File: config.mk
export PLATFORM = sky130hd
export DESIGN_NAME = gdsp_regs
export DESIGN_NICKNAME = d
export VERILOG_FILES = /design/src/gdsp_pkg.sv /design/src/gdsp_regs.sv
export SDC_FILE = /design/constraint.sdc
export NUM_CORES = 1
export LEC_CHECK = 0
export BUFFER_PORTS_ARGS = -buffer_cell sky130_fd_sc_hd__buf_2
export CAP_MARGIN = 5
export CELL_PAD_IN_SITES_DETAIL_PLACEMENT = 1
export CELL_PAD_IN_SITES_GLOBAL_PLACEMENT = 1
export CORE_MARGIN = 2
export CORE_UTILIZATION = 42
export DETAILED_ROUTE_END_ITERATION = 6
export GPL_TIMING_DRIVEN = 0
export PLACE_DENSITY_LB_ADDON = 0.25
export SLEW_MARGIN = 25
export SYNTH_ARGS = -nofsm -noshare
export SYNTH_HDL_FRONTEND = slang
export SYNTH_SLANG_ARGS = --single-unit
File: constraint.sdc
create_clock -name CLK -period 3.6 [get_ports CLK]
set_input_delay 0.36 -clock CLK [delete_from_list [all_inputs] [get_ports CLK]]
set_output_delay 0.36 -clock CLK [all_outputs]
set_load 0.05 [all_outputs]
File: src/gdsp_pkg.sv
// Package: register map, field layout, defaults, power states and timing for the gyro DSP bank
package gdsp_pkg;

    // Register and command addresses
    localparam logic [7:0] ADDR_HIGHPASS_FILTER_CFG      = 8'h01;
    localparam logic [7:0] ADDR_LOWPASS_FILTER_CFG       = 8'h02;
    localparam logic [7:0] ADDR_CALIB_AND_DECIMATION_CFG = 8'h03;
    localparam logic [7:0] ADDR_POWER_AND_READY_STATUS   = 8'h04;
    localparam logic [7:0] ADDR_ENTER_SLEEP_CMD          = 8'h05;
    localparam logic [7:0] ADDR_WAKE_CMD                 = 8'h06;
    localparam logic [7:0] ADDR_STANDBY_CMD              = 8'h07;
    localparam logic [7:0] ADDR_TEMP_READ_ACCESS         = 8'h08;
    localparam logic [7:0] ADDR_SOFT_RESET_CMD           = 8'h09;
    localparam logic [7:0] ADDR_RATE_READ_ACCESS         = 8'h0a;
    localparam logic [7:0] ADDR_ZERO_CAL_CMD             = 8'h0c;

    // Field positions
    localparam int HP_CORNER_LSB    = 4;
    localparam int HP_CORNER_MSB    = 6;
    localparam int HP_ON_BIT        = 1;
    localparam int LP_ORDER_LSB     = 4;
    localparam int LP_ORDER_MSB     = 5;
    localparam int LP_CORNER_LSB    = 0;
    localparam int LP_CORNER_MSB    = 3;
    localparam int ZERO_CAL_BIT     = 6;
    localparam int DECIM_LSB        = 0;
    localparam int DECIM_MSB        = 2;
    localparam int TEMP_READY_BIT   = 3;

    // Field defaults
    localparam logic [2:0] HP_CORNER_DEF = 3'h2;
    localparam logic       HP_ON_DEF     = 1'b0;
    localparam logic [1:0] LP_ORDER_DEF  = 2'h0;
    localparam logic [3:0] LP_CORNER_DEF = 4'h6;
    localparam logic       ZERO_CAL_DEF  = 1'b0;
    localparam logic [2:0] DECIM_DEF     = 3'h0;

    // Reserved bit images: read back as their defaults
    localparam logic [7:0] HP_RSVD_IMAGE = 8'h01;
    localparam logic [7:0] LP_RSVD_IMAGE = 8'h00;
    localparam logic [7:0] CD_RSVD_IMAGE = 8'h00;

    // Codes that are not permitted, and the highest permitted low-pass corner code
    localparam logic [2:0] HP_CORNER_BAD = 3'h7;
    localparam logic [1:0] LP_ORDER_BAD  = 2'h3;
    localparam logic [3:0] LP_CORNER_MAX = 4'hc;

    // Power state, coded as it appears in status bits 2..0
    typedef enum logic [2:0] {
        GDSP_PWR_SLEEP    = 3'b000,
        GDSP_PWR_AWAKE    = 3'b001,
        GDSP_PWR_STANDBY  = 3'b010,
        GDSP_PWR_POWER_ON = 3'b100
    } gdsp_pwr_t;

    // Wait before a wake command is honoured
    localparam int CLK_FREQ_HZ       = 25_000_000;
    localparam int WAKE_WAIT_TIME_US = 10;
    localparam int WAKE_WAIT_CYC     = (WAKE_WAIT_TIME_US * (CLK_FREQ_HZ / 1_000_000));
    localparam logic [8:0] WAKE_WAIT_CNT = 9'(WAKE_WAIT_CYC);

    // Host access to the bank
    typedef struct packed {
        logic       valid;
        logic       write;
        logic [7:0] addr;
        logic [7:0] wdata;
    } gdsp_access_t;

    // Filter settings towards the DSP
    typedef struct packed {
        logic [2:0] hp_corner_sel;
        logic       hp_on;
        logic [1:0] lp_order_sel;
        logic [3:0] lp_corner_sel;
        logic [2:0] output_decimation_sel;
        logic       zero_cal_allow;
    } gdsp_cfg_t;

endpackage : gdsp_pkg

File: src/gdsp_regs.sv
// Gyro DSP user command registers, power commands and read accesses
// Contract
// - Three-bit high-pass corner field; code 111 is refused.
// - High-pass filter is applied only while its enable bit is one.
// - Two-bit low-pass order field; code 11 is refused.
// - Four-bit low-pass corner, codes 0000 to 1100 valid; others refused.
// - Three-bit field picks rate down-sampling from undivided to divide by 128.
// - Zero-rate calibration command acts only while its enable bit is set.
// - Status bit 3 shows temperature data ready.
// - Status bits 2..0 show power state: 100, 010, 000 or 001 only.
// - Sleep-in command at 0x05 enters sleep; only register access then.
// - In sleep or standby, rate and temperature data status reads zero.
// - Sleep-out at 0x06 leaves sleep or standby and resets the DSP.
// - Standby command at 0x07 disables the detection circuit.
// - Only sleep-out leaves standby; here the sleep-in command at 0x05 also leaves it.
// - Standby command while asleep is ignored.
// - Address 0x08 returns temperature data; writes are ignored.
// - Address 0x0a returns angular-rate data; no write phase.
// - Software reset at 0x09 restores all user command registers to defaults.
// - Power and reset commands carry no data bytes.
`timescale 1ns/10ps
module gdsp_regs
(
    // Clock and reset
    input  wire logic                 CLK,
    input  wire logic                 RST,
    // Host access
    input  wire gdsp_pkg::gdsp_access_t ACC,
    output logic                      RD_VALID,
    output logic [7:0]                RD_DATA,
    // Sensor data from the signal path
    input  wire logic                 TEMP_READY,
    input  wire logic [7:0]           TEMP_DATA,
    input  wire logic [7:0]           RATE_DATA,
    // Controls towards the signal path
    output gdsp_pkg::gdsp_cfg_t       CFG,
    output logic                      DETECT_EN,
    output logic                      DATA_PATH_EN,
    output logic                      DSP_RESET,
    output logic                      ZERO_CAL_START,
    output logic                      TEMP_READ_STB,
    output logic                      RATE_READ_STB
);
    import gdsp_pkg::*;

    gdsp_pwr_t  pwr_r;
    gdsp_pwr_t  pwr_nxt;
    logic [8:0] wait_cnt_r;
    logic       wait_done;
    logic       active;
    logic       wr;
    logic       rd;
    logic       soft_rst;
    logic       wake_ok;
    logic [7:0] rd_nxt;

    assign wr        = ACC.valid && ACC.write;
    assign rd        = ACC.valid && !ACC.write;
    // commands act on the address alone
    assign soft_rst  = ACC.valid && (ACC.addr == ADDR_SOFT_RESET_CMD);
    assign wait_done = (wait_cnt_r >= WAKE_WAIT_CNT);
    assign active    = (pwr_r == GDSP_PWR_AWAKE) || (pwr_r == GDSP_PWR_POWER_ON);
    // early wake is dropped, not queued
    assign wake_ok   = ACC.valid && (ACC.addr == ADDR_WAKE_CMD) && !active && wait_done;

    // corner write, invalid code keeps old value
    always_ff @(posedge CLK or posedge RST)
    begin
        if (RST)
        begin
            CFG.hp_corner_sel <= HP_CORNER_DEF;
        end
        else if (soft_rst)
        begin
            CFG.hp_corner_sel <= HP_CORNER_DEF;
        end
        else if (wr && ACC.addr == ADDR_HIGHPASS_FILTER_CFG &&
                 ACC.wdata[HP_CORNER_MSB:HP_CORNER_LSB] != HP_CORNER_BAD)
        begin
            CFG.hp_corner_sel <= ACC.wdata[HP_CORNER_MSB:HP_CORNER_LSB];
        end
    end

    always_ff @(posedge CLK or posedge RST)
    begin
        if (RST)
        begin
            CFG.hp_on <= HP_ON_DEF;
        end
        else if (soft_rst)
        begin
            CFG.hp_on <= HP_ON_DEF;
        end
        else if (wr && ACC.addr == ADDR_HIGHPASS_FILTER_CFG)
        begin
            CFG.hp_on <= ACC.wdata[HP_ON_BIT];
        end
    end

    always_ff @(posedge CLK or posedge RST)
    begin
        if (RST)
        begin
            CFG.lp_order_sel <= LP_ORDER_DEF;
        end
        else if (soft_rst)
        begin
            CFG.lp_order_sel <= LP_ORDER_DEF;
        end
        else if (wr && ACC.addr == ADDR_LOWPASS_FILTER_CFG &&
                 ACC.wdata[LP_ORDER_MSB:LP_ORDER_LSB] != LP_ORDER_BAD)
        begin
            CFG.lp_order_sel <= ACC.wdata[LP_ORDER_MSB:LP_ORDER_LSB];
        end
    end

    // corner field, codes above 1100 refused
    always_ff @(posedge CLK or posedge RST)
    begin
        if (RST)
        begin
            CFG.lp_corner_sel <= LP_CORNER_DEF;
        end
        else if (soft_rst)
        begin
            CFG.lp_corner_sel <= LP_CORNER_DEF;
        end
        else if (wr && ACC.addr == ADDR_LOWPASS_FILTER_CFG &&
                 ACC.wdata[LP_CORNER_MSB:LP_CORNER_LSB] <= LP_CORNER_MAX)
        begin
            CFG.lp_corner_sel <= ACC.wdata[LP_CORNER_MSB:LP_CORNER_LSB];
        end
    end

    always_ff @(posedge CLK or posedge RST)
    begin
        if (RST)
        begin
            CFG.output_decimation_sel <= DECIM_DEF;
            CFG.zero_cal_allow        <= ZERO_CAL_DEF;
        end
        else if (soft_rst)
        begin
            CFG.output_decimation_sel <= DECIM_DEF;
            CFG.zero_cal_allow        <= ZERO_CAL_DEF;
        end
        else if (wr && ACC.addr == ADDR_CALIB_AND_DECIMATION_CFG)
        begin
            CFG.output_decimation_sel <= ACC.wdata[DECIM_MSB:DECIM_LSB];
            CFG.zero_cal_allow        <= ACC.wdata[ZERO_CAL_BIT];
        end
    end

    // Power state transitions
    always_comb
    begin
        pwr_nxt = pwr_r;
        if (ACC.valid)
        begin
            case (ACC.addr)
                ADDR_ENTER_SLEEP_CMD:
                    pwr_nxt = GDSP_PWR_SLEEP;
                ADDR_STANDBY_CMD:
                    if (pwr_r != GDSP_PWR_SLEEP)
                        pwr_nxt = GDSP_PWR_STANDBY;
                // only wake leaves sleep; wake or the sleep command leaves standby
                ADDR_WAKE_CMD:
                    if (wake_ok)
                        pwr_nxt = GDSP_PWR_AWAKE;
                default:
                    pwr_nxt = pwr_r;
            endcase
        end
    end

    // state register holds only legal codes
    always_ff @(posedge CLK or posedge RST)
    begin
        if (RST)
        begin
            pwr_r <= GDSP_PWR_POWER_ON;
        end
        else
        begin
            pwr_r <= pwr_nxt;
        end
    end

    // time since the last sleep command or the last standby command taken outside sleep
    always_ff @(posedge CLK or posedge RST)
    begin
        if (RST)
        begin
            wait_cnt_r <= '0;
        end
        else if (ACC.valid && (ACC.addr == ADDR_ENTER_SLEEP_CMD ||
                 (ACC.addr == ADDR_STANDBY_CMD && pwr_r != GDSP_PWR_SLEEP)))
        begin
            // Command edge counts as the first waited cycle
            wait_cnt_r <= 9'h001;
        end
        // Saturates so a long sleep never wraps into a refusal
        else if (!wait_done)
        begin
            wait_cnt_r <= wait_cnt_r + 9'h001;
        end
    end

    // Command pulses and power-derived levels
    always_ff @(posedge CLK or posedge RST)
    begin
        if (RST)
        begin
            DSP_RESET      <= 1'b0;
            ZERO_CAL_START <= 1'b0;
            TEMP_READ_STB  <= 1'b0;
            RATE_READ_STB  <= 1'b0;
            DETECT_EN      <= 1'b1;
            DATA_PATH_EN   <= 1'b1;
        end
        else
        begin
            // DSP reset on a taken wake
            DSP_RESET      <= wake_ok;
            ZERO_CAL_START <= ACC.valid && ACC.addr == ADDR_ZERO_CAL_CMD &&
                              CFG.zero_cal_allow;
            // Strobes fire in any power state
            TEMP_READ_STB  <= rd && ACC.addr == ADDR_TEMP_READ_ACCESS;
            RATE_READ_STB  <= rd && ACC.addr == ADDR_RATE_READ_ACCESS;
            DETECT_EN      <= (pwr_nxt != GDSP_PWR_STANDBY);
            DATA_PATH_EN   <= (pwr_nxt == GDSP_PWR_AWAKE) ||
                              (pwr_nxt == GDSP_PWR_POWER_ON);
        end
    end

    // Read mux; reserved bits come from fixed images
    always_comb
    begin
        rd_nxt = 8'h00;
        case (ACC.addr)
            ADDR_HIGHPASS_FILTER_CFG:
            begin
                rd_nxt = HP_RSVD_IMAGE;
                rd_nxt[HP_CORNER_MSB:HP_CORNER_LSB] = CFG.hp_corner_sel;
                rd_nxt[HP_ON_BIT] = CFG.hp_on;
            end
            ADDR_LOWPASS_FILTER_CFG:
            begin
                rd_nxt = LP_RSVD_IMAGE;
                rd_nxt[LP_ORDER_MSB:LP_ORDER_LSB] = CFG.lp_order_sel;
                rd_nxt[LP_CORNER_MSB:LP_CORNER_LSB] = CFG.lp_corner_sel;
            end
            ADDR_CALIB_AND_DECIMATION_CFG:
            begin
                rd_nxt = CD_RSVD_IMAGE;
                rd_nxt[ZERO_CAL_BIT] = CFG.zero_cal_allow;
                rd_nxt[DECIM_MSB:DECIM_LSB] = CFG.output_decimation_sel;
            end
            ADDR_POWER_AND_READY_STATUS:
            begin
                // ready flag masked when not active
                rd_nxt[TEMP_READY_BIT] = TEMP_READY && active;
                rd_nxt[2:0] = pwr_r;
            end
            ADDR_TEMP_READ_ACCESS:
                rd_nxt = active ? TEMP_DATA : 8'h00;
            ADDR_RATE_READ_ACCESS:
                rd_nxt = active ? RATE_DATA : 8'h00;
            default:
                rd_nxt = 8'h00;
        endcase
    end

    // Read answer one cycle after the access
    always_ff @(posedge CLK or posedge RST)
    begin
        if (RST)
        begin
            RD_VALID <= 1'b0;
            RD_DATA  <= 8'h00;
        end
        else
        begin
            RD_VALID <= rd;
            RD_DATA  <= rd ? rd_nxt : 8'h00;
        end
    end

endmodule : gdsp_regs

---- Word-level counts from Yosys, hierarchy flattened ----
Index checks and enable logic that the tools add are counted.
word-level totals
  logic and storage cells ................. 89
  bits in registers ....................... 41
  output and inout bits ................... 29
operators by class
  add/subtract/negate cells ............... 1
  reduce and logical (&&, ||, !) cells .... 30
  muxes and demuxes ....................... 21
  $lt $le $gt $ge ......................... 2
  eq/ne operators ......................... 19
operators with widths
  operator               count
  $eq A8 B3 Y1 const B   4
  $eq A8 B4 Y1 const B   4
  $mux W8                3
  $pmux W4 S6            1
  $pmux W4 S5            1
  $logic_and A1 B1 Y1    19
  $mux W9                2
  $eq A8 B2 Y1 const B   2
  $mux W4                4
  $mux W3                5
  $reduce_bool A2 Y1     5
  $add A9 B1 Y9 const B  1
  $ge A9 B8 Y1 const B   1
  $pmux W3 S3            1
  $eq A8 B1 Y1 const B   1
  $eq A3 B1 Y1 const B   2
  $eq A3 B3 Y1 const B   2
  $le A4 B4 Y1 const B   1
  $mux W2                2
  $logic_or A1 B1 Y1     3
  $ne A3 B2 Y1 const B   1
  $ne A3 B3 Y1 const B   1
  $reduce_bool A3 Y1     1
  $logic_not A1 Y1       2
  other kinds (3)        4

---- Longest topological paths before layout ----
Gate-level depths: netlist (run 1).
  depth after elaboration ................. 10
  depth in mapped cells ................... 6

---- Least setup slack after synthesis (run 1) ----
Ideal clock, no wire load.
  kind .................................... input to register
  from .................................... input ACC[13] (netlist bit)
  to ...................................... register wait_cnt_r[3]
  stages on the path ...................... 5
  slack ................................... 1.747 ns
  library setup time ...................... 0.124 ns
  arrival time ............................ 1.729 ns
  cells stage by stage .................... or4_4 buf_6 or4_4 o211ai_1 nand2_1
between the ends
  cells in the longest elaborated chain, start to end .. 5
ends and longest elaborated chain
  item                                               line              RTL
  start: declaration                                 gdsp_regs.sv:28   input wire gdsp_pkg::gdsp_access_t ACC,
  $eq A8 B3 Y1                                       gdsp_regs.sv:197  (ACC.addr == ADDR_STANDBY_CMD && pwr_r != GDSP_PWR_SLEEP)))
  $logic_and A1 B1 Y1                                gdsp_regs.sv:197
  $logic_or A1 B1 Y1 *                               gdsp_regs.sv:196  else if (ACC.valid && (ACC.addr == ADDR_ENTER_SLEEP_CMD ||
  $logic_and A1 B1 Y1 *                              gdsp_regs.sv:196
  $ne A2 B1 Y1 (no line) or $mux W9 (tied branches)  n/a
  end signal: assignment                             gdsp_regs.sv:205  wait_cnt_r <= wait_cnt_r + 9'h001;
  end: declaration                                   gdsp_regs.sv:48   logic [8:0] wait_cnt_r;
Every way passes the cells marked *; elsewhere a longest branch is shown, timed or not.
A chain may end at the register's enable or synchronous reset.

---- Final worst setup path (run 1) ----
  from .................................... register wait_cnt_r[0]
  to ...................................... register wait_cnt_r[4]
between the ends
  cells in the longest elaborated chain, start to end .. 3
ends and longest elaborated chain
  item           line              RTL
  $add A9 B1 Y9  gdsp_regs.sv:205
  $mux W9        gdsp_regs.sv:203  else if (!wait_done)
  $mux W9        gdsp_regs.sv:196
Parallel ways exist; a longest one is shown, timed or not. The select of a mux whose other input is x is not followed.

==> out/summary.json, run 1 <==
{
  "netlist_top_cells_area": {"value": "dfrtp_1 39%, dfstp_2 7.0%, mux2_2 4.0%"},
  "power_density": {"value": 398, "unit": "mW/mm^2"},
  "ys_seq_area_share": {"value": 45.7, "unit": "%"},
  "die-width": {"value": 77.4, "unit": "microns"},
  "grt_use_total": {"value": 23.4, "unit": "%"},
  "drt-total-wl": {"value": 6600, "unit": "microns"},
  "sequential_area": {"value": 0.00103, "unit": "sq mm"},
  "drt_first_pass_iters": {"value": 4},
  "synth_commonest_cells": {"value": "35 x dfrtp_1, 21 x nor2_1, 14 x nand2_1, 13 x a21oi_1, 9 x inv_1"},
  "fin_nets": {"value": 338},
  "mappedNetlistArea": {"value": 0.00226, "unit": "sq mm"},
  "final-max-slew-violation-count": {"value": 0},
  "floorplan.initialDensity": {"value": 44.0, "unit": "%"},
  "route.antenna.remaining_nets": {"value": 0},
  "synth_cells": {"value": 228},
  "yosysTopAreaCellShare": {"value": 38.7, "unit": "%"},
  "slew_headroom": {"value": 45.2, "unit": "%"},
  "holdBufCountCts": {"value": 0},
  "grt_most_used_layer": {"value": "met2"},
  "clock_tree.root_cell": {"value": "clkbuf_8"},
  "yosysMostFrequentCell": {"value": "dfrtp_1"},
  "placeableCoreArea": {"value": 0.00514, "unit": "sq mm"},
  "drv.max_cap_violation_count": {"value": 0},
  "ctsResizeCount": {"value": 0},
  "core.rowCount": {"value": 26},
  "synthesis.yosys.warnings": {"value": 0},
  "place.detailed.hpwl": {"value": 5110, "unit": "microns"},
  "run_status": {"value": "finished, final reports clean"},
  "final.setup_skew": {"value": 0.00694, "unit": "ns"},
  "avgSynthCellArea": {"value": 9.92, "unit": "sq um"},
  "synth_edf_count": {"value": 0},
  "drtIter0Drc": {"value": 41},
  "grt_setup_unrepaired": {"value": "no"},
  "multiInputGateArea": {"value": 0.00114, "unit": "sq mm"},
  "worst_ep_required_time": {"value": 3.83, "unit": "ns"},
  "global_route.usage.met3": {"value": 4.30, "unit": "%"},
  "first_global_vias": {"value": 2211},
  "place.gp.congestion": {"value": 0.837},
  "maxClockFrequency": {"value": 504, "unit": "MHz"},
  "yosysTopAreaCell": {"value": "dfrtp_1"},
  "antenna_cells_inserted": {"value": 0},
  "post_synthesis_async_set_or_reset_flop_share": {"value": 100, "unit": "%"},
  "worst_skew_pair.late_latency": {"value": 0.29, "unit": "ns"},
  "crit-reg2reg-launch": {"value": "wait_cnt_r[0]"},
  "synth_top_flop_cell": {"value": "dfrtp_1"},
  "floorplan.die_area": {"value": 0.00599, "unit": "sq mm"},
  "setup_viol": {"value": 0},
  "arrival": {"value": 2.21, "unit": "ns"},
  "crit_path_class": {"value": "flop to flop"},
  "route.detailed.vias_per_inst": {"value": 5.71},
  "postSynthRegisterBits": {"value": 41},
  "wl_per_cell": {"value": 17.8, "unit": "microns"},
  "final.setup.tns": {"value": 0, "unit": "ns"},
  "reg2regPathDepth": {"value": 6},
  "clock_power_share": {"value": 25.9, "unit": "%"},
  "num_io_pins": {"value": 66},
  "post_route_cells_drive_above_1_share": {"value": 32.7, "unit": "%"},
  "cts_tree": {"value": "built"},
  "h-tree-depth": {"value": 2},
  "hold_violations": {"value": 0},
  "cts_buffers": {"value": 5},
  "grt_antenna_before_repair": {"value": 0},
  "netSwitchingFraction": {"value": 32.2, "unit": "%"},
  "reg2reg_slack": {"value": 1.62, "unit": "ns"},
  "regToRegEndpoint": {"value": "wait_cnt_r[4]"},
  "die-height": {"value": 77.4, "unit": "microns"},
  "cell_internal_pwr": {"value": 748, "unit": "uW"},
  "drcViolationCount": {"value": 0},
  "globalRouteMet2Util": {"value": 40.3, "unit": "%"},
  "hold_class": {"value": "input pin to asynchronous set/reset pin"},
  "largest_net_degree_at_the_start_of_global_routing": {"value": 23},
  "power_frac_seq": {"value": 52.1, "unit": "%"},
  "switching_power_total": {"value": 356, "unit": "uW"},
  "maximum_number_of_buffers_from_clock_root_to_sink": {"value": 2},
  "critical_path.endpoint_type": {"value": "flop"},
  "power_frac_comb": {"value": 22.0, "unit": "%"},
  "clk_pin_slew": {"value": 0.08, "unit": "ns"},
  "irDropWorstVdd": {"value": 0.209, "unit": "mV"},
  "vias": {"value": 2112},
  "clock_sink_count": {"value": 41},
  "synth_fp_nets": {"value": 267},
  "power.static_leakage": {"value": 1.34, "unit": "nW"},
  "critPathLaunchType": {"value": "flop"},
  "synth.distinct_cells": {"value": 56},
  "totalPowerFinal": {"value": 1.10, "unit": "mW"},
  "crit_path_max_fanout": {"value": 8},
  "min_period_over_period": {"value": 55.1, "unit": "%"},
  "fill_cells": {"value": 635},
  "grt_pass1_wl": {"value": 11100, "unit": "microns"},
  "post-route-min-period": {"value": 1.98, "unit": "ns"},
  "worst_pin_slew": {"value": 0.815, "unit": "ns"},
  "grt_remaining_overflow": {"value": 0},
  "cts_setup_buffers": {"value": 0},
  "port-buffer-count": {"value": 63},
  "routing_usage_on_met1": {"value": 30.3, "unit": "%"},
  "syn2layout_area_growth": {"value": 22.6, "unit": "%"}
}
==> stage by stage <==
stage	std cells	worst slack (ns)	hold WS (ns)	utilization [%]	area [sq um]
6_report	370	1.62	0.0873	53.9	2770
5_1_grt	370	1.48	0.0968	53.9	2770
4_1_cts	370	1.61	0.0901	53.9	2770
3_5_place_dp	362	1.40	0.405	52.4	2690
3_3_place_gp	361	1.46	0.495	51.8	2670
2_1_floorplan	228	1.75	0.479	-	2260
==> worst max-delay path by stage <==
stage / start / endpoint / slack [ns] / depth (start not counted)
after floorplan: ACC[13] / wait_cnt_r[3] / 1.75 / 5
after global placement: ACC[13] / CFG[1] / 1.46 / 6
after detailed placement: ACC[11] / DETECT_EN / 1.40 / 6
after CTS: wait_cnt_r[0] / wait_cnt_r[4] / 1.61 / 6
after global routing: ACC[13] / CFG[0] / 1.48 / 6
final: wait_cnt_r[0] / wait_cnt_r[4] / 1.62 / 6
==> power groups by stage <==
stage	clock network [mW]	registers [mW]	logic [mW]
after floorplan	0	0.605	0.131
after global placement	0	0.579	0.230
after detailed placement	0	0.583	0.244
after CTS	0.296	0.575	0.245
after global routing	0.322	0.585	0.268
final	0.286	0.575	0.243
==> flip-flops by register name, indices dropped and copies added, names as in the netlist <==
name,count
DETECT_EN,1
ZERO_CAL_START,1
TEMP_READ_STB,1
DSP_RESET,1
DATA_PATH_EN,1
RD_DATA,8
RATE_READ_STB,1
pwr_r,3
wait_cnt_r,9
RD_VALID,1
CFG,14
==> worst max-delay path, cell delays in order, from the launching register on <==
cell     delay, ns
dfrtp_1       0.41
inv_1         0.09
ha_1          0.21
o311a_1       0.32
a21o_1        0.28
or4_1         0.54
nand2_1       0.08
==> layer usage <==
metal	up-vias	share of wire (%)
met5	-	0
met4	0	1.1
met3	7	4.7
met2	64	51
met1	1050	43
li1	991	-
==> placed cells by master, fill, tap and decap left out, types with 7 or more instances in the layout <==
cell type and count:
o21ai_0 7, inv_1 8, nand2_1 14, mux2i_1 7, clkbuf_1 10, a21oi_1 13
mux2_2 8, dfrtp_1 35, buf_2 67, nor2_1 21, nand3_1 8
==> layout make-up <==
type | instances | share of cell area [%]
Buffer | 12 | 2.08
Sequential cell | 41 | 37.3
Tap cell | 70 | 3.16
Clock buffer | 8 | 2.89
Multi-Input combinational cell | 166 | 41.0
Inverter | 9 | 1.22
Timing Repair Buffer | 64 | 12.4
==> kinds of logic (layout without fill, tap and decap cells) <==
group | Yosys count | after routing | share of synthesized area [%]
xor+xnor | 4 | 4 | 1.55
mux | 15 | 15 | 7.08
simple gates | 90 | 90 | 23.3
flops | 41 | 41 | 45.7
fa+ha+maj | 2 | 2 | 1.11
buf+inv | 21 | 93 | 4.04
compound gates | 55 | 55 | 17.2
No activity file was read; power rests on OpenSTA's default activity.
==> inputs of run 2 (changes only) <==
--- a/config.mk
+++ b/config.mk
@@ -5,12 +5,13 @@
 export SDC_FILE = /design/constraint.sdc
 export NUM_CORES = 1
 export LEC_CHECK = 0
+export ABC_AREA = 1
 export BUFFER_PORTS_ARGS = -buffer_cell sky130_fd_sc_hd__buf_2
 export CAP_MARGIN = 5
 export CELL_PAD_IN_SITES_DETAIL_PLACEMENT = 1
 export CELL_PAD_IN_SITES_GLOBAL_PLACEMENT = 1
 export CORE_MARGIN = 2
-export CORE_UTILIZATION = 42
+export CORE_UTILIZATION = 33
 export DETAILED_ROUTE_END_ITERATION = 6
 export GPL_TIMING_DRIVEN = 0
 export PLACE_DENSITY_LB_ADDON = 0.25
==> constraint.sdc (replaced) <==
create_clock -name CLK -period 1.6 [get_ports CLK]
set_input_delay 0.16 -clock CLK [delete_from_list [all_inputs] [get_ports CLK]]
set_output_delay 0.16 -clock CLK [all_outputs]
set_load 0.05 [all_outputs]
==> out/summary.json, run 2 <==
{
  "run_status": {"value": "finished, final reports clean"},
  "sequential_area": {"value": 0.00103, "unit": "sq mm", "change": "unchanged"},
  "final-max-slew-violation-count": {"value": 0, "change": "unchanged"},
  "critical_path.endpoint_type": {"value": "flop"},
  "drcViolationCount": {"value": 0, "change": "unchanged"},
  "synth_top_flop_cell": {"value": "dfrtp_1"},
  "hold_violations": {"value": 0, "change": "unchanged"},
  "grt_antenna_before_repair": {"value": 0, "change": "unchanged"},
  "vias": {"value": 2186, "change": "+3.5%"},
  "h-tree-depth": {"value": 2, "change": "unchanged"},
  "yosysMostFrequentCell": {"value": "nand2_1"},
  "die-width": {"value": 87.4, "unit": "microns", "change": "+13%"},
  "synth_commonest_cells": {"value": "70 x nand2_1, 37 x inv_1, 37 x nor2_1, 35 x dfrtp_1, 27 x nand3_1"},
  "synthesis.yosys.warnings": {"value": 0, "change": "unchanged"},
  "synth_cells": {"value": 304, "change": "+33%"},
  "maximum_number_of_buffers_from_clock_root_to_sink": {"value": 2, "change": "unchanged"},
  "drv.max_cap_violation_count": {"value": 0, "change": "unchanged"},
  "clock_sink_count": {"value": 41, "change": "unchanged"},
  "ys_seq_area_share": {"value": 45.0, "unit": "%", "change": "-0.70 points"},
  "worstHoldPathCells": {"value": 3},
  "num_io_pins": {"value": 66, "change": "unchanged"},
  "clk_pin_slew": {"value": 0.08, "unit": "ns", "change": "about the same"},
  "maxClockFrequency": {"value": 653, "unit": "MHz", "change": "+30%"},
  "critPathLaunchType": {"value": "flop"},
  "worst_ep_required_time": {"value": 1.79, "unit": "ns", "change": "-2.04 ns"},
  "top_library_cells_by_usage_in_the_layout_fill_and_taps_aside": {"value": "69 x nand2_1, 65 x buf_2, 37 x nor2_1"},
  "crit-reg2reg-launch": {"value": "wait_cnt_r[0]"},
  "power_density": {"value": 1060, "unit": "mW/mm^2", "change": "+170%"},
  "post-route-min-period": {"value": 1.53, "unit": "ns", "change": "-0.452 ns"},
  "route.antenna.remaining_nets": {"value": 0, "change": "unchanged"},
  "worst_pin_slew": {"value": 0.466, "unit": "ns", "change": "-0.349 ns"},
  "reg2regPathDepth": {"value": 10, "change": "+4"},
  "drt-total-wl": {"value": 6380, "unit": "microns", "change": "-3.2%"},
  "arrival": {"value": 1.72, "unit": "ns", "change": "-0.49 ns"},
  "yosysTopAreaCell": {"value": "dfrtp_1"},
  "synth_fp_nets": {"value": 343, "change": "+28%"},
  "finalHoldWorstSlack": {"value": 0.101, "unit": "ns", "change": "+0.0133 ns"},
  "cts_tree": {"value": "built"},
  "die-height": {"value": 87.4, "unit": "microns", "change": "+13%"},
  "antenna_cells_inserted": {"value": 0, "change": "unchanged"},
  "worstHoldEndpoint": {"value": "CFG[7]"},
  "hold_path_startpoint": {"value": "ACC[3]"},
  "route.detailed.vias_per_inst": {"value": 4.75, "change": "-17%"},
  "core.rowCount": {"value": 30, "change": "+15%"},
  "netlist_top_cells_area": {"value": "dfrtp_1 38%, nand2_1 11%, dfstp_2 6.9%"},
  "cell_internal_pwr": {"value": 2.01, "unit": "mW", "change": "+170%"},
  "power_frac_comb": {"value": 27.6, "unit": "%", "change": "+5.6 points"},
  "floorplan.initialDensity": {"value": 34.0, "unit": "%", "change": "-10 points"},
  "layout.cell_area.non_filler": {"value": 0.00290, "unit": "sq mm", "change": "+4.6%"},
  "regToRegEndpoint": {"value": "wait_cnt_r[7]"},
  "final.setup_skew": {"value": 0.00883, "unit": "ns", "change": "+0.00189 ns"},
  "floorplan.die_area": {"value": 0.00764, "unit": "sq mm", "change": "+28%"},
  "grt_setup_unrepaired": {"value": "yes"},
  "wl_per_cell": {"value": 13.9, "unit": "microns", "change": "-22%"},
  "power_frac_seq": {"value": 43.4, "unit": "%", "change": "-8.7 points"},
  "worst_skew_pair.late_latency": {"value": 0.30, "unit": "ns", "change": "about the same"},
  "power.static_leakage": {"value": 1.60, "unit": "nW", "change": "+20%"},
  "clock_power_share": {"value": 29.0, "unit": "%", "change": "+3.1 points"},
  "min_period_over_period": {"value": 95.7, "unit": "%", "change": "+41 points"},
  "largest_net_degree_at_the_start_of_global_routing": {"value": 24, "change": "+4.3%"},
  "yosysTopAreaCellShare": {"value": 38.1, "unit": "%", "change": "-0.59 points"},
  "drtIter0Drc": {"value": 61, "change": "+49%"},
  "grt_remaining_overflow": {"value": 0, "change": "unchanged"},
  "clock_tree.root_cell": {"value": "clkbuf_8"},
  "switching_power_total": {"value": 1.08, "unit": "mW", "change": "+200%"},
  "fill_cells": {"value": 887, "change": "+40%"},
  "synth.distinct_cells": {"value": 32, "change": "-43%"},
  "irDropWorstVdd": {"value": 0.378, "unit": "mV", "change": "+81%"},
  "fin_nets": {"value": 418, "change": "+24%"},
  "grt_pass1_wl": {"value": 10400, "unit": "microns", "change": "-6.8%"},
  "mappedNetlistArea": {"value": 0.00230, "unit": "sq mm", "change": "+1.5%"},
  "postSynthRegisterBits": {"value": 41, "change": "unchanged"},
  "layout_commonest_cell": {"value": "nand2_1"},
  "place.detailed.hpwl": {"value": 5220, "unit": "microns", "change": "+2.3%"},
  "place.gp.congestion": {"value": 0.768, "change": "-8.2%"},
  "setup_viol": {"value": 0, "change": "unchanged"},
  "syn2layout_area_growth": {"value": 26.3, "unit": "%"},
  "grt_use_total": {"value": 17.4, "unit": "%", "change": "-6.0 points"},
  "reg2reg_slack": {"value": 0.07, "unit": "ns", "change": "-1.55 ns"},
  "crit_path_class": {"value": "flop to flop"},
  "post_synthesis_async_set_or_reset_flop_share": {"value": 100, "unit": "%", "change": "unchanged"},
  "synth_edf_count": {"value": 0, "change": "unchanged"},
  "placed_cells_incl_taps": {"value": 449, "change": "+24%"},
  "slew_headroom": {"value": 68.9, "unit": "%", "change": "+24 points"},
  "crit_path_max_fanout": {"value": 8, "change": "unchanged"},
  "netSwitchingFraction": {"value": 34.9, "unit": "%", "change": "+2.7 points"},
  "port-buffer-count": {"value": 64, "change": "+1.6%"},
  "cts_buffers": {"value": 5, "change": "unchanged"},
  "hold_class": {"value": "input pin to flop"},
  "placeableCoreArea": {"value": 0.00676, "unit": "sq mm", "change": "+31%"},
  "largest_register_ff_count": {"value": 14, "change": "unchanged"},
  "drt_first_pass_iters": {"value": 4, "change": "unchanged"},
  "multiInputGateArea": {"value": 0.00107, "unit": "sq mm", "change": "-6.2%"},
  "first_global_vias": {"value": 2195, "change": "-0.72%"},
  "placedInstanceArea": {"value": 0.00275, "unit": "sq mm", "change": "+2.0%"},
  "max_flop_register": {"value": "CFG"},
  "largest_registers": {"value": "CFG (14), wait_cnt_r (9), RD_DATA (8)"},
  "avgSynthCellArea": {"value": 7.56, "unit": "sq um", "change": "-24%"},
  "finish.cell_count_without_fillers": {"value": 460, "change": "+24%"},
  "post_route_cells_drive_above_1_share": {"value": 32.9, "unit": "%", "change": "+0.23 points"}
}
## run 2: cell families after synthesis
group,share of synthesized area (%)
simple gates,34.4
buf+inv,9.10
flops,45.0
compound gates,8.88
xor+xnor,1.53
fa+ha+maj,1.09
## run 2: repair_timing
| action | 4_1_cts | 5_1_grt |
|---|---|---|
| hold buffers | 1 | 0 |
| pin swaps | 0 | 1 |
| endpoints found under the setup margin | 2 | 8 |
| endpoints found under the hold margin | 15 | 0 |
| gates resized for setup | 1 | 4 |
| buffers inserted | 0 | 2 |
## run 2: how the worst max path moves through the flow
stage | startpoint | to | slack [ns] | cells past startpoint
after floorplan | wait_cnt_r[0] | DATA_PATH_EN | 0.23 | 12
after global placement | RST | pwr_r[1] | -0.11 | 2
after detailed placement | pwr_r[2] | RD_DATA[3] | -0.09 | 7
after CTS | wait_cnt_r[0] | DATA_PATH_EN | 0.01 | 12
after global routing | wait_cnt_r[0] | DATA_PATH_EN | -0.04 | 12
final | wait_cnt_r[0] | wait_cnt_r[7] | 0.07 | 10
## run 2: power by group through the flow
stage               Sequential [mW]  Combinational, mW  Clock [mW]
floorplan                      1.47              0.465           0
global placement               1.35              0.790           0
detailed placement             1.36              0.830           0
CTS                            1.34              0.837       0.925
global route                   1.37              0.966       0.970
finish                         1.34              0.851       0.894
## run 2: critical path, stage by stage, from the launching register on
cell and delay (ns):
dfrtp_1 0.41, inv_2 0.09, ha_1 0.15, nand2_1 0.05
nor2_1 0.13, nand2_2 0.09, nand3_4 0.15, buf_4 0.14
nand2_4 0.06, nand3_1 0.07, o21ai_1 0.06
## run 2: layer usage
metal / track usage [%] / part of all wire, % / vias to the layer above
met1: 22.9 / 45 / 1022
met3: 4.17 / 4.1 / 9
met2: 28.8 / 50 / 42
met4: 4.20 / 1.2 / 0
li1: - / - / 1113
met5: 0 / 0 / -
## run 2: layout make-up
cell class | instances | share of cell area, %
Clock buffer | 7 | 2.98
Multi-Input combinational cell | 211 | 36.8
Sequential cell | 41 | 35.6
Clock inverter | 1 | 1.04
Buffer | 2 | 0.561
Inverter | 50 | 6.69
Timing Repair Buffer | 68 | 12.9
Tap cell | 80 | 3.45
## run 2: per-stage QoR
| stage | setup WS [ns] | power [mW] | TNS [ns] | utilization (%) |
|---|---|---|---|---|
| floorplan | 0.229 | 1.94 | 0 | - |
| global placement | -0.111 | 2.14 | -3.90 | 40.2 |
| detailed placement | -0.0914 | 2.19 | -0.103 | 40.6 |
| CTS | 0.00984 | 3.10 | 0 | 42.5 |
| global route | -0.0400 | 3.30 | -0.149 | 42.9 |
| finish | 0.0693 | 3.08 | 0 | 42.9 |
==> inputs of run 3 (changes only) <==
--- a/config.mk
+++ b/config.mk
@@ -5,13 +5,12 @@
 export SDC_FILE = /design/constraint.sdc
 export NUM_CORES = 1
 export LEC_CHECK = 0
-export ABC_AREA = 1
 export BUFFER_PORTS_ARGS = -buffer_cell sky130_fd_sc_hd__buf_2
 export CAP_MARGIN = 5
 export CELL_PAD_IN_SITES_DETAIL_PLACEMENT = 1
 export CELL_PAD_IN_SITES_GLOBAL_PLACEMENT = 1
 export CORE_MARGIN = 2
-export CORE_UTILIZATION = 33
+export CORE_UTILIZATION = 35
 export DETAILED_ROUTE_END_ITERATION = 6
 export GPL_TIMING_DRIVEN = 0
 export PLACE_DENSITY_LB_ADDON = 0.25
==> out/summary.json, run 3 (synthesis results as in run 1) <==
{
  "finalHoldWorstSlack": {"value": 0.139, "unit": "ns", "change": "+0.0387 ns"},
  "cts_buffers": {"value": 5, "change": "unchanged"},
  "route.antenna.remaining_nets": {"value": 0, "change": "unchanged"},
  "largest_registers": {"value": "CFG (14), wait_cnt_r (9), RD_DATA (8)"},
  "setup_viol": {"value": 11, "change": "+11"},
  "placed_cells_incl_taps": {"value": 369, "change": "-18%"},
  "grt_antenna_before_repair": {"value": 0, "change": "unchanged"},
  "layout.cell_area.non_filler": {"value": 0.00297, "unit": "sq mm", "change": "+2.4%"},
  "netSwitchingFraction": {"value": 32.6, "unit": "%", "change": "-2.3 points"},
  "arrival": {"value": 2.00, "unit": "ns", "change": "+0.28 ns"},
  "slew_headroom": {"value": 59.9, "unit": "%", "change": "-9.0 points"},
  "power.static_leakage": {"value": 1.42, "unit": "nW", "change": "-12%"},
  "crit_path_max_fanout": {"value": 7, "change": "-1"},
  "hold_class": {"value": "input pin to flop"},
  "fill_cells": {"value": 757, "change": "-15%"},
  "worst_skew_pair.late_latency": {"value": 0.30, "unit": "ns", "change": "about the same"},
  "min_period_over_period": {"value": 110, "unit": "%", "change": "+14 points"},
  "placeableCoreArea": {"value": 0.00631, "unit": "sq mm", "change": "-6.6%"},
  "post-route-min-period": {"value": 1.75, "unit": "ns", "change": "+0.222 ns"},
  "power_frac_seq": {"value": 47.3, "unit": "%", "change": "+3.9 points"},
  "h-tree-depth": {"value": 2, "change": "unchanged"},
  "power_frac_comb": {"value": 27.3, "unit": "%", "change": "-0.3 points"},
  "maxClockFrequency": {"value": 570, "unit": "MHz", "change": "-13%"},
  "layout_commonest_cell": {"value": "buf_2"},
  "crit_path_class": {"value": "flop to flop"},
  "floorplan.die_area": {"value": 0.00712, "unit": "sq mm", "change": "-6.8%"},
  "reg2regPathDepth": {"value": 5, "change": "-5"},
  "vias": {"value": 2183, "change": "-0.14%"},
  "syn2layout_area_growth": {"value": 31.3, "unit": "%"},
  "hold_violations": {"value": 0, "change": "unchanged"},
  "cell_internal_pwr": {"value": 1.86, "unit": "mW", "change": "-7.5%"},
  "place.detailed.hpwl": {"value": 5150, "unit": "microns", "change": "-1.4%"},
  "power_density": {"value": 928, "unit": "mW/mm^2", "change": "-13%"},
  "placedInstanceArea": {"value": 0.00270, "unit": "sq mm", "change": "-1.5%"},
  "die-height": {"value": 84.4, "unit": "microns", "change": "-3.5%"},
  "worstHoldPathCells": {"value": 3, "change": "unchanged"},
  "finish.cell_count_without_fillers": {"value": 387, "change": "-16%"},
  "antenna_cells_inserted": {"value": 0, "change": "unchanged"},
  "max_flop_register": {"value": "CFG"},
  "worst_pin_slew": {"value": 0.597, "unit": "ns", "change": "+0.131 ns"},
  "grt_pass1_wl": {"value": 11300, "unit": "microns", "change": "+8.6%"},
  "wl_per_cell": {"value": 17.8, "unit": "microns", "change": "+28%"},
  "postLayoutSetupSlackWorst": {"value": -0.153, "unit": "ns", "change": "-0.222 ns"},
  "drv.max_cap_violation_count": {"value": 0, "change": "unchanged"},
  "drcViolationCount": {"value": 0, "change": "unchanged"},
  "clk_pin_slew": {"value": 0.08, "unit": "ns", "change": "about the same"},
  "num_io_pins": {"value": 66, "change": "unchanged"},
  "floorplan.initialDensity": {"value": 35.8, "unit": "%", "change": "+1.8 points"},
  "switching_power_total": {"value": 899, "unit": "uW", "change": "-17%"},
  "totalPowerFinal": {"value": 2.75, "unit": "mW", "change": "-11%"},
  "place.gp.congestion": {"value": 0.797, "change": "+3.8%"},
  "top_library_cells_by_usage_in_the_layout_fill_and_taps_aside": {"value": "67 x buf_2, 35 x dfrtp_1, 21 x nor2_1"},
  "core.rowCount": {"value": 29, "change": "-3.3%"},
  "worst_ep_required_time": {"value": 1.84, "unit": "ns", "change": "+0.05 ns"},
  "final-max-slew-violation-count": {"value": 0, "change": "unchanged"},
  "die-width": {"value": 84.4, "unit": "microns", "change": "-3.5%"},
  "critPathLaunchType": {"value": "flop"},
  "drtIter0Drc": {"value": 87, "change": "+43%"},
  "clock_sink_count": {"value": 41, "change": "unchanged"},
  "clock_tree.root_cell": {"value": "clkbuf_8"},
  "critical_path.endpoint_type": {"value": "flop"},
  "first_global_vias": {"value": 2265, "change": "+3.2%"},
  "run_status": {"value": "finished with violations"},
  "irDropWorstVdd": {"value": 0.389, "unit": "mV", "change": "+2.8%"},
  "grt_remaining_overflow": {"value": 0, "change": "unchanged"},
  "route.detailed.vias_per_inst": {"value": 5.64, "change": "+19%"},
  "maximum_number_of_buffers_from_clock_root_to_sink": {"value": 2, "change": "unchanged"},
  "port-buffer-count": {"value": 63, "change": "-1.6%"},
  "violations": {"value": "setup timing"},
  "largest_net_degree_at_the_start_of_global_routing": {"value": 25, "change": "+4.2%"},
  "post_route_cells_drive_above_1_share": {"value": 39.4, "unit": "%", "change": "+6.5 points"},
  "grt_use_total": {"value": 19.6, "unit": "%", "change": "+2.2 points"},
  "clock_power_share": {"value": 25.4, "unit": "%", "change": "-3.6 points"},
  "largest_register_ff_count": {"value": 14, "change": "unchanged"},
  "fin_nets": {"value": 348, "change": "-17%"},
  "pre_cts_ws": {"value": -0.424, "unit": "ns", "change": "-0.332 ns"},
  "drt-total-wl": {"value": 6890, "unit": "microns", "change": "+7.9%"},
  "final.setup_skew": {"value": 0.0108, "unit": "ns", "change": "+0.00202 ns"},
  "grt_setup_unrepaired": {"value": "yes"},
  "cts_tree": {"value": "built"},
  "drt_first_pass_iters": {"value": 4, "change": "unchanged"}
}
[run 3: per-layer routing]
layer	up-vias	wire, microns	track usage, %
met4	0	97	5.19
li1	1009	-	-
met3	11	391	3.93
met2	66	3450	33.9
met5	-	0	0
met1	1097	2950	25.3
[run 3: final cells by class]
| cell class | count | area (sq um) | area share, % |
|---|---|---|---|
| Inverter | 9 | 33.8 | 1.14 |
| Sequential cell | 41 | 1030 | 34.8 |
| Tap cell | 77 | 96.3 | 3.24 |
| Buffer | 12 | 58.8 | 1.98 |
| Timing Repair Buffer | 74 | 420 | 14.2 |
| Clock buffer | 8 | 90.1 | 3.03 |
| Multi-Input combinational cell | 166 | 1240 | 41.6 |
[run 3: worst max-delay path, stage by stage (launching register included)]
cell and delay, ns:
dfrtp_1 0.44, buf_4 0.17, o311a_4 0.38, a21o_4 0.23, or4_1 0.41, nand2_1 0.07
[run 3: path summary, 6_finish.rpt]
check	slack (ns)	startpoint	end
min in group asynchronous	0.41	RST	CFG[2]
max in group asynchronous	0.65	RST	DATA_PATH_EN
worst max-delay path	-0.15	wait_cnt_r[1]	wait_cnt_r[3]
worst min-delay path	0.14	ACC[3]	CFG[7]
worst max register to register	-0.15	wait_cnt_r[1]	wait_cnt_r[3]
worst min register to register	0.53	CFG[5]	CFG[5]
[run 3: metrics by stage]
| step | util (%) | setup TNS [ns] |
|---|---|---|
| 2_1_floorplan | - | -0.225 |
| 3_3_place_gp | 42.4 | -10.71 |
| 5_1_grt | 47.0 | -1.51 |
| 3_5_place_dp | 42.8 | -9.06 |
| 6_report | 47.0 | -0.889 |
| 4_1_cts | 46.3 | -0.536 |
[run 3: what timing repair did]
action	in CTS	in global routing
buffers inserted	6	3
pin swaps	0	5
hold buffers	1	0
endpoints found under the setup margin	17	13
endpoints found under the hold margin	13	0
resized for setup	13	7
cloned	0	0
[run 3: power by group through the flow]
stage	sequential (mW)	combinational, mW	clock [mW]
floorplan	1.36	0.300	0
global placement	1.30	0.525	0
detailed placement	1.31	0.555	0
CTS	1.29	0.698	0.721
global route	1.32	0.815	0.761
finish	1.30	0.752	0.701
